--- config.mk ---
export PLATFORM = sky130hd
export DESIGN_NAME = pnm_mac_if
export DESIGN_NICKNAME = d
export VERILOG_FILES = /design/src/hw/pnm_pkg.sv /design/src/hw/pnm_sync.sv /design/src/hw/pnm_mac_if.sv
export VERILOG_INCLUDE_DIRS = /design/src /design/src/hw
export SDC_FILE = /design/constraint.sdc
export NUM_CORES = 1
export LEC_CHECK = 0
export BUFFER_PORTS_ARGS = -buffer_cell sky130_fd_sc_hd__buf_2
export CAP_MARGIN = 40
export CORE_MARGIN = 4
export CORE_UTILIZATION = 65
export CTS_BUF_LIST = sky130_fd_sc_hd__clkbuf_8
export DETAILED_ROUTE_END_ITERATION = 16
export HOLD_SLACK_MARGIN = 0.15
export PLACE_DENSITY = 0.87
export SKIP_LAST_GASP = 1
export SYNTH_ARGS = -nofsm -noshare
export SYNTH_HDL_FRONTEND = slang
export SYNTH_SLANG_ARGS = --single-unit
--- constraint.sdc ---
create_clock -name sys_clk_i -period 4.7 [get_ports sys_clk_i]
set_clock_uncertainty 0.2 [all_clocks]
set_input_delay 0.47 -clock sys_clk_i [delete_from_list [all_inputs] [get_ports sys_clk_i]]
set_output_delay 0.47 -clock sys_clk_i [all_outputs]
set_load 0.02 [all_outputs]
--- src/hw/pnm_regs.svh ---
`ifndef PNM_REGS_SVH
`define PNM_REGS_SVH
`define PNM_STRAP_MII       3'h0
`define PNM_STRAP_RMII      3'h1
`define PNM_CLK_HZ          10000000
`define PNM_JABBER_MS       20
`define PNM_UNJAB_MS        250
`define PNM_JABBER_CYC      ((`PNM_CLK_HZ / 1000) * `PNM_JABBER_MS)
`define PNM_UNJAB_CYC       ((`PNM_CLK_HZ / 1000) * `PNM_UNJAB_MS)
`define PNM_SQE_CYC         8
`define PNM_HALF_10M        2
`define PNM_SFD_LO          4'h5
`define PNM_SFD_HI          4'hd
`define PNM_PRE_NIB         4'h5
`endif

--- src/hw/pnm_pkg.sv ---
package pnm_pkg;
  typedef enum logic [1:0] {
    PNM_MODE_MII  = 2'b01,
    PNM_MODE_RMII = 2'b10
  } pnm_mode_t;
  typedef enum logic [3:0] {
    PNM_RX_IDLE = 4'b0001,
    PNM_RX_PRE  = 4'b0010,
    PNM_RX_DATA = 4'b0100,
    PNM_RX_END  = 4'b1000
  } pnm_rx_state_t;
endpackage

--- src/hw/pnm_sync.sv ---
`timescale 1ns/1ps
module pnm_sync #(
  parameter int W = 1
) (
  input  wire logic         sys_clk_i,
  input  wire logic         rst_n_i,
  input  wire logic [W-1:0] d_i,
  output logic      [W-1:0] q_o
);
  logic [W-1:0] s1_q;
  logic [W-1:0] s2_q;
  always_ff @(posedge sys_clk_i or negedge rst_n_i) begin
    if (!rst_n_i) begin
      s1_q <= '0;
      s2_q <= '0;
    end else begin
      s1_q <= d_i;
      s2_q <= s1_q;
    end
  end
  assign q_o = s2_q;
endmodule

--- src/hw/pnm_mac_if.sv ---
`timescale 1ns/1ps
`include "pnm_regs.svh"
// Functional notes
// RULE_01 - Strap 000 selects nibble mode
// RULE_02 - Strap 001 selects two-bit reduced mode
// RULE_03 - Generating variant drives reduced reference clock out
// RULE_04 - Controller ties upper transmit bits low
// RULE_05 - Source continuous transmit and receive clocks
// RULE_06 - Slow rate: line clock only with carrier
// RULE_07 - Fast rate: line clock unless link down
// RULE_08 - Controller frames transmit enable with nibbles
// RULE_09 - Transmit data taken only while enabled
// RULE_10 - Slow rate: valid from delimiter nibble
// RULE_11 - Fast rate: valid from preamble start
// RULE_12 - One nibble per valid receive period
// RULE_13 - Flag coding errors in current frame
// RULE_14 - Controller ignores error without valid
// RULE_15 - Slow rate carrier from preamble to end
// RULE_16 - Fast rate carrier from start to end pair
// RULE_17 - Idle without end pair drops carrier
// RULE_18 - Half duplex collision on simultaneous activity
// RULE_19 - Slow rate collision test pulse after frame
// RULE_20 - Jabber disables transmitter, holds collision
// RULE_21 - Receive clock switches source without glitches
module pnm_mac_if #(
  parameter int          JABBER_CYC = `PNM_JABBER_CYC,
  parameter int          UNJAB_CYC  = `PNM_UNJAB_CYC,
  parameter logic        GEN_REDUCED_MODE_CLOCK_IN = 1'b0
) (
  input  wire logic       sys_clk_i,
  input  wire logic       rst_n_i,
  input  wire logic [2:0] mode_strap_i,
  input  wire logic       speed_100_i,
  input  wire logic       full_duplex_i,
  input  wire logic       link_up_i,
  input  wire logic       line_clk_i,
  input  wire logic       line_carrier_i,
  input  wire logic       line_sos_i,
  input  wire logic       line_eos_i,
  input  wire logic       line_idle_i,
  input  wire logic [3:0] line_nibble_i,
  input  wire logic       line_code_err_i,
  input  wire logic       transmit_enable_in,
  input  wire logic [3:0] tx_data_i,
  output logic            transmit_clock_out,
  output logic            receive_clock_out,
  output logic            receive_data_valid,
  output logic [3:0]      rx_data_o,
  output logic            receive_error,
  output logic            carrier_sense,
  output logic            collision_o,
  output logic            rmii_mode_o,
  output logic            ref_clk_out_o,
  output logic            ref_clk_oe_o,
  output logic            tx_active_o,
  output logic [3:0]      tx_nibble_o,
  output logic            tx_nibble_vld_o
);
  logic [12:0] sy;
  pnm_sync #(.W(13)) u_sync (
    .sys_clk_i (sys_clk_i),
    .rst_n_i   (rst_n_i),
    .d_i       ({mode_strap_i, speed_100_i, full_duplex_i, link_up_i, line_clk_i,
                 line_carrier_i, line_sos_i, line_eos_i, line_idle_i,
                 transmit_enable_in, line_code_err_i}),
    .q_o       (sy)
  );
  logic [3:0] rxn_s;
  logic [3:0] txd_s;
  pnm_sync #(.W(8)) u_sync_d (
    .sys_clk_i (sys_clk_i),
    .rst_n_i   (rst_n_i),
    .d_i       ({line_nibble_i, tx_data_i}),
    .q_o       ({rxn_s, txd_s})
  );
  logic [2:0] strap_s;
  logic       spd_s, fdx_s, lnk_s, lclk_s, car_s, sos_s, eos_s, idl_s, ten_s, err_s;
  assign {strap_s, spd_s, fdx_s, lnk_s, lclk_s, car_s, sos_s, eos_s, idl_s, ten_s, err_s} = sy;

  // Strap capture once the synchroniser holds the strap
  logic [1:0]          wait_q, wait_d;
  logic                latched_q, latched_d;
  pnm_pkg::pnm_mode_t  mode_q, mode_d;
  always_comb begin
    wait_d    = wait_q;
    latched_d = latched_q;
    mode_d    = mode_q;
    if (wait_q != 2'h2) begin
      wait_d = wait_q + 2'h1;
    end else if (!latched_q) begin
      latched_d = 1'b1;
      if (strap_s == `PNM_STRAP_RMII) begin
        mode_d = pnm_pkg::PNM_MODE_RMII; // RULE_02
      end else begin
        mode_d = pnm_pkg::PNM_MODE_MII; // RULE_01
      end
    end
  end

  // Local reference divider: toggle each cycle fast, every HALF_10M slow
  logic       loc_clk_q, loc_clk_d;
  logic [3:0] div_q, div_d;
  logic       ref_q, ref_d;
  always_comb begin
    div_d     = div_q + 4'h1;
    loc_clk_d = loc_clk_q;
    ref_d     = ~ref_q;
    if (spd_s || div_q >= 4'(`PNM_HALF_10M - 1)) begin
      div_d     = 4'h0;
      loc_clk_d = ~loc_clk_q;
    end
  end

  // Receive clock source select, switched only while both sources low
  logic line_ok, use_line_q, use_line_d, rxc_q, rxc_d, rxc_rise;
  assign line_ok = lnk_s && (spd_s || car_s); // RULE_06 RULE_07
  always_comb begin
    use_line_d = use_line_q;
    if (!lclk_s && !loc_clk_q && !rxc_q) begin
      use_line_d = line_ok; // RULE_21
    end
    rxc_d = use_line_q ? lclk_s : loc_clk_q;
  end
  assign rxc_rise = rxc_d && !rxc_q;

  // Receive path, advanced on each receive clock rising edge
  pnm_pkg::pnm_rx_state_t st_q, st_d;
  logic       dv_q, dv_d, crs_q, crs_d, er_q, er_d, prev_hi_q, prev_hi_d;
  logic [3:0] rxd_q, rxd_d;
  always_comb begin
    st_d      = st_q;
    dv_d      = dv_q;
    crs_d     = crs_q;
    er_d      = er_q;
    rxd_d     = rxd_q;
    prev_hi_d = prev_hi_q;
    if (rxc_rise) begin
      prev_hi_d = (rxn_s == `PNM_SFD_LO);
      unique case (st_q)
        pnm_pkg::PNM_RX_IDLE: begin
          if (spd_s ? sos_s : (car_s && rxn_s == `PNM_PRE_NIB)) begin
            crs_d = 1'b1; // RULE_15 RULE_16
            st_d  = pnm_pkg::PNM_RX_PRE;
            if (spd_s) begin
              dv_d = 1'b1; // RULE_11
            end
          end
        end
        pnm_pkg::PNM_RX_PRE: begin
          if (!spd_s && rxn_s == `PNM_SFD_HI && prev_hi_q) begin
            dv_d = 1'b1; // RULE_10
          end
          if (dv_d) begin
            st_d = pnm_pkg::PNM_RX_DATA;
          end
        end
        pnm_pkg::PNM_RX_DATA: begin
          if (spd_s ? (eos_s || idl_s) : !car_s) begin
            st_d = pnm_pkg::PNM_RX_END;
          end
        end
        pnm_pkg::PNM_RX_END: begin
          st_d = pnm_pkg::PNM_RX_IDLE;
        end
      endcase
      if (st_d == pnm_pkg::PNM_RX_END) begin
        crs_d = 1'b0; // RULE_15 RULE_16 RULE_17
        dv_d  = 1'b0;
      end
      if (!lnk_s) begin
        st_d  = pnm_pkg::PNM_RX_IDLE;
        crs_d = 1'b0;
        dv_d  = 1'b0;
      end
      rxd_d = dv_d ? rxn_s : 4'h0; // RULE_12
      er_d  = dv_d && err_s; // RULE_13
    end
  end

  // Jabber state, read by the transmit path
  logic       jab_q, jab_d;

  // Transmit clock and sampling
  logic       txc_q, txc_d, tvld_q, tvld_d, tact_q, tact_d, txc_rise, tx_take;
  logic [3:0] tnib_q, tnib_d;
  assign txc_rise = loc_clk_q && !txc_q;
  assign tx_take  = txc_rise && ten_s && !jab_q; // RULE_09
  always_comb begin
    txc_d  = loc_clk_q; // RULE_05
    tvld_d = 1'b0;
    tnib_d = tnib_q;
    tact_d = tact_q;
    if (txc_rise) begin
      tact_d = ten_s;
    end
    if (tx_take) begin
      tvld_d = 1'b1;
      tnib_d = txd_s; // RULE_09
      if (mode_q == pnm_pkg::PNM_MODE_RMII) begin
        tnib_d = {2'b00, txd_s[1:0]}; // RULE_04
      end
    end
  end

  // Jabber and collision test pulse
  logic [31:0] jcnt_q, jcnt_d;
  logic [3:0]  sqe_q, sqe_d;
  logic        ten_d1_q;
  always_comb begin
    jab_d  = jab_q;
    jcnt_d = jcnt_q;
    sqe_d  = (sqe_q != 4'h0) ? sqe_q - 4'h1 : 4'h0;
    if (spd_s) begin
      jab_d  = 1'b0;
      jcnt_d = '0;
    end else if (!jab_q) begin
      jcnt_d = ten_s ? jcnt_q + 32'h1 : '0;
      if (jcnt_q >= 32'(JABBER_CYC)) begin
        jab_d  = 1'b1; // RULE_20
        jcnt_d = '0;
      end
    end else begin
      jcnt_d = ten_s ? '0 : jcnt_q + 32'h1;
      if (jcnt_q >= 32'(UNJAB_CYC)) begin
        jab_d  = 1'b0; // RULE_20
        jcnt_d = '0;
      end
    end
    if (!spd_s && ten_d1_q && !ten_s && !jab_q) begin
      sqe_d = 4'(`PNM_SQE_CYC); // RULE_19
    end
  end

  always_ff @(posedge sys_clk_i or negedge rst_n_i) begin
    if (!rst_n_i) begin
      wait_q     <= 2'h0;
      latched_q  <= 1'b0;
      mode_q     <= pnm_pkg::PNM_MODE_MII;
      loc_clk_q  <= 1'b0;
      div_q      <= 4'h0;
      ref_q      <= 1'b0;
      use_line_q <= 1'b0;
      rxc_q      <= 1'b0;
      st_q       <= pnm_pkg::PNM_RX_IDLE;
      dv_q       <= 1'b0;
      crs_q      <= 1'b0;
      er_q       <= 1'b0;
      rxd_q      <= 4'h0;
      prev_hi_q  <= 1'b0;
      txc_q      <= 1'b0;
      tvld_q     <= 1'b0;
      tnib_q     <= 4'h0;
      tact_q     <= 1'b0;
      jab_q      <= 1'b0;
      jcnt_q     <= '0;
      sqe_q      <= 4'h0;
      ten_d1_q   <= 1'b0;
    end else begin
      wait_q     <= wait_d;
      latched_q  <= latched_d;
      mode_q     <= mode_d;
      loc_clk_q  <= loc_clk_d;
      div_q      <= div_d;
      ref_q      <= ref_d;
      use_line_q <= use_line_d;
      rxc_q      <= rxc_d;
      st_q       <= st_d;
      dv_q       <= dv_d;
      crs_q      <= crs_d;
      er_q       <= er_d;
      rxd_q      <= rxd_d;
      prev_hi_q  <= prev_hi_d;
      txc_q      <= txc_d;
      tvld_q     <= tvld_d;
      tnib_q     <= tnib_d;
      tact_q     <= tact_d;
      jab_q      <= jab_d;
      jcnt_q     <= jcnt_d;
      sqe_q      <= sqe_d;
      ten_d1_q   <= ten_s;
    end
  end

  assign transmit_clock_out = txc_q;
  assign receive_clock_out  = rxc_q;
  assign receive_data_valid = dv_q;
  assign rx_data_o          = rxd_q;
  assign receive_error      = er_q;
  assign carrier_sense      = crs_q;
  assign rmii_mode_o        = (mode_q == pnm_pkg::PNM_MODE_RMII);
  logic col_half;
  assign col_half           = !fdx_s && tact_q && crs_q; // RULE_18
  assign collision_o        = jab_q || (sqe_q != 4'h0) || col_half; // RULE_18 RULE_19 RULE_20
  assign ref_clk_oe_o       = GEN_REDUCED_MODE_CLOCK_IN && rmii_mode_o; // RULE_03
  assign ref_clk_out_o      = ref_clk_oe_o && ref_q;
  assign tx_active_o        = tact_q && !jab_q;
  assign tx_nibble_o        = tnib_q;
  assign tx_nibble_vld_o    = tvld_q;
endmodule

; ---- Word level (Yosys, flattened, before mapping)
; Cells that the tools add are included.
; Widths: inputs -> output; s select.
[op_classes]
reduce_logical = 34
add_sub_neg = 4
div = 0
n_mul = 0
bitwise = 3
order_cmp = 3
muxes = 39
shift = 0
eq_ne = 12
[ops]
columns = operator, n
row1 = $mux 32, 6
row2 = $mux 4, 10
row3 = $add 32x1->32 const B, 1
row4 = $ge 32x18->1 const B, 1
row5 = $ge 32x22->1 const B, 1
row6 = $mux 1, 20
row7 = $logic_and 1x1->1, 17
row8 = $pmux 4 s4, 1
row9 = $eq 4x4->1 const B, 3
row10 = $logic_not 1->1, 9
row11 = $eq 4x3->1 const B, 2
row12 = $ne 3x3->1 const B, 2
row13 = $logic_or 1x1->1, 5
row14 = $add 4x1->4 const B, 1
row15 = $eq 4x1->1 const B, 1
row16 = $eq 4x2->1 const B, 1
row17 = $ge 4x1->1 const B, 1
row18 = $reduce_bool 4->1, 1
row19 = $sub 4x1->4 const B, 1
row20 = $eq 3x1->1 const B, 1
row21 = $not 1->1, 3
row22 = $reduce_and 3->1, 1
row23 = $add 2x1->2 const B, 1
row24 = $eq 2x2->1 const B, 1
row25 = 4 further kinds, 4
[totals]
latchBits = 0
output_inout_bits = 19
mem_bits_ro = 0
n_memories = 0
register_bits = 111
mem_bits_rw = 0

; ---- Longest topological paths before layout
[depth]
depth_word = 14
mapped_depth = 7
depth_no_buf = 6

; ---- Cells and area by module
; Synthesis repeated with hierarchy kept, for this count alone.
[unflattened]
hier_cells = 351
area_unflattened_um2 = 4431.8
[by_module_without_submodules]
columns = mod, cells_each, area_each_um2, instances, seq_area_each_um2
row1 = pnm_mac_if, 309, 3380.7, 1, 1729.2
row2 = pnm_sync at u_sync, 26, 650.6, 1, 650.6
row3 = pnm_sync at u_sync_d, 16, 400.4, 1, 400.4

; ---- Worst setup path before layout
; Ideal clock, no wire load.
[synth_path]
path_kind = register to register
startpoint = register jcnt_q[28]
endpoint = register jcnt_q[9]
arrival_ns = 2.025
stages_incl_launch_ff = 7
t_required_ns = 4.429
path_slack_ns = 2.405
period_less_slack_ns = 2.295
path_buffers = 1
path_cell_list = dfrtp_1 or4_4 or4b_4 nor4_2 a31oi_2 buf_6 nor2_2
[synth_via]
elab_chain_cells = 4
elab_cells_between_ends = 6
cone_classes = order compare (2) / mux (4)
[synth_lines]
columns = item, line_no
row1 = start: declaration, pnm_mac_if.sv:206  ; logic [31:0] jcnt_q, jcnt_d;
row2 = start signal: assignment, pnm_mac_if.sv:278  ; jcnt_q <= jcnt_d;
row3 = $ge 32x18->1 or $ge 32x22->1 (tied branches), "pnm_mac_if.sv:218, pnm_mac_if.sv:224"
row4 = "$mux 32, on equally long branches", "pnm_mac_if.sv:218, pnm_mac_if.sv:224"
row5 = $mux 32 *, pnm_mac_if.sv:216  ; end else if (!jab_q) begin
row6 = $mux 32 *, pnm_mac_if.sv:213  ; if (spd_s) begin
row7 = via jcnt_d[9], pnm_mac_if.sv:206
; Mark *: on every way through the listed nets, which the timed path passes. The rest lies on a longest branch.
; A chain may end at the register's enable or synchronous reset.

; ---- Final worst setup path
[layout_path]
startpoint = register jcnt_q[28]
endpoint = register jcnt_q[2]
; Same word-level chain as after synthesis.

==> metrics.txt <==
Final TNS setup=0 ns; PortBufs=39; CP Capture Type=flip-flop; fraction of the yosys area taken by sequential cells=66.0%; Min-Delay Startpoint=u_sync.s1_q[8]; hold endpoint=u_sync.q_o[8]; EDFF count, synth=0; core area=6310 sq um; final std cells w/o fill=497; clock root cell=clkbuf_8; clock latency on the worst-skew pair=0.36 ns; Final setup viols=0; fmax=396 MHz; synthesized flop and latch total=111; hold slack=0.157 ns; H-tree depth=3; routed vias=2802; reg2reg path depth=6; largest net degree at the start of global routing=56; fill cell count=365; Worst-Margin Slew=0.768 ns; synthesized area=4210 sq um; Arr. time, crit path=2.60 ns; worst-case register-to-register setup slack=2.17 ns; most frequent cells in the layout=109 x dfrtp_1, 39 x buf_2, 22 x nand2_1, 22 x dlygate4sd3_1, 20 x nor2_2; period utilization=53.7%; TritonCTS Buffers=9; Netlist cell types=51; Reg-to-Reg Start=jcnt_q[28]; Fin. Hold Viols=0; CTS Buffer Depth=2; CTS tree=built; leading area contributor after synthesis=dfrtp_1; 1st-pass router iterations=6; path type of the worst min-delay path=flip-flop to flip-flop; outcome=complete, no violations; number of global-route vias before repair=2973; max_cap viols=0; post-CTS sizing=0; Worst Setup Path Type=flip-flop to flip-flop; # IOs=42; first-pass GRT wire length=14400 um; FP Rows=29; Syn Area/Cell=12.6 sq um; GRT overflow=0; die area=7830 sq um; Placer Congestion=0.823; Die Width=88.5 um; Final Util=78.9%; antenna cells=0; Max IR drop VDD=290 uV; Via-to-Cell Ratio=5.64; routed wire length=8300 um; Synth area leaders=dfrtp_1 65%, xor2_1 3.1%, nor2_2 3.0%; wire per inst=16.7 um; post-synthesis async set-or-reset flop share=100%; max-slew violations=0; fin crit period=2.53 ns; Total GRT Usage=24.4%; PwrDens=421 nW/um^2; Data required, critical path=4.78 ns; DRT antenna net count=0; initial antenna violation count=0; most common cell after layout, fill and taps aside=dfrtp_1; starting density of the core=66.7%; fin nets=444; RSZ-0062 raised after global routing=no; placed insts=459; Leak=0.00223 uW; worst-path maximum fanout=22; most common flop cell mapped by yosys=dfrtp_1; HPWL after detailed placement=5210 um; share of layout cells above drive strength 1=21.2%; initial DRC count=175; Post-Syn Instances=333; Yosys warnings=0; Synth top area share=64.8%; WHS Path Cells=0; Syn-to-layout area delta=18.4%; r2r endpoint=jcnt_q[2]; DRC viols=0; clk sink count=111; Worst-path clk slew=0.10 ns; Critical Path Start Type=flip-flop; die height=88.5 um; worst rel slew slack=48.7%
-- report_power, final --
| group | internal, uW | switching (uW) |
|---|---|---|
| Sequential | 1060 | 90.9 |
| Clock | 264 | 311 |
| Combinational | 146 | 223 |
-- metrics by stage --
step / setup WS, ns / power [uW] / area [sq um]
detailed placement: 2.19 / 1520 / 4560
finish: 2.17 / 2100 / 4980
global route: 2.09 / 2200 / 4980
CTS: 2.17 / 2100 / 4980
floorplan: 2.40 / 1380 / 4260
global placement: 2.31 / 1490 / 4520
-- registers in the layout, indices dropped and copies added (netlist names), 4 cells and up --
name / count
u_sync_d.q_o: 8
jcnt_q: 32
rx_data_o: 4
u_sync_d.s1_q: 8
st_q: 4
div_q: 4
tx_nibble_o: 4
u_sync.s1_q: 13
sqe_q: 4
u_sync.q_o: 13
-- worst max-delay path, stage by stage, from the launching register on --
cell and delay (ns):
dfrtp_1 0.39, or4_4 0.53, or4b_4 0.54, nor4_2 0.29, a31oi_2 0.05, buf_4 0.25, nor2_1 0.18
-- synth_stat cells, drive strengths merged, types with 4 or more instances --
cell type  number
a21oi           7
a22o            5
a31oi           4
and3            7
buf             4
dfrtp         109
ha              6
inv            15
nand2          22
nand2b          8
nand3          11
nand4           7
nor2           33
nor3            6
nor4            8
nor4b           5
o21ai          10
o31ai           4
xnor2           8
xor2           15
-- worst max-delay path by stage --
stage | slack (ns) | endpoint | from
after floorplan | 2.40 | jcnt_q[9] | jcnt_q[28]
after global placement | 2.31 | jcnt_q[1] | jcnt_q[28]
after detailed placement | 2.19 | jcnt_q[2] | jcnt_q[28]
after CTS | 2.17 | jcnt_q[2] | jcnt_q[28]
after global routing | 2.09 | jcnt_q[2] | jcnt_q[28]
final | 2.17 | jcnt_q[2] | jcnt_q[28]
-- what timing repair did --
| item | 4_1_cts | 5_1_grt |
|---|---|---|
| hold buffers | 22 | 0 |
| setup buffers | 0 | 0 |
| hold endpoints to repair | 50 | 0 |
-- cell type report --
type,count,area (sq um),area share (%)
multi-input cells,212,1370,27.5
flip-flops and latches,111,2780,55.8
clock inverters,6,66.3,1.33
inverters,15,56.3,1.13
clock buffers,10,138,2.76
repair buffers,66,477,9.57
well taps,77,96.3,1.93
-- cells by family after synthesis --
| group | synth area share [%] |
|---|---|
| AO/OA/AOI/OAI | 6.81 |
| XOR/XNOR | 4.78 |
| adder cells (fa/ha/maj) | 1.78 |
| buffers and inverters | 2.50 |
| flip-flops | 66.0 |
| multiplexers | 1.04 |
| other | 0.0891 |
| AND/OR/NAND/NOR | 17.0 |
-- layer usage --
metal	GRT usage (%)	vias to the layer above	share of wire [%]
met4	8.38	0	2.4
met1	31.9	1376	41
li1	-	1299	-
met5	0	-	0
met3	5.40	22	5.7
met2	40.7	105	51
Power figures use the tool's default switching activity.
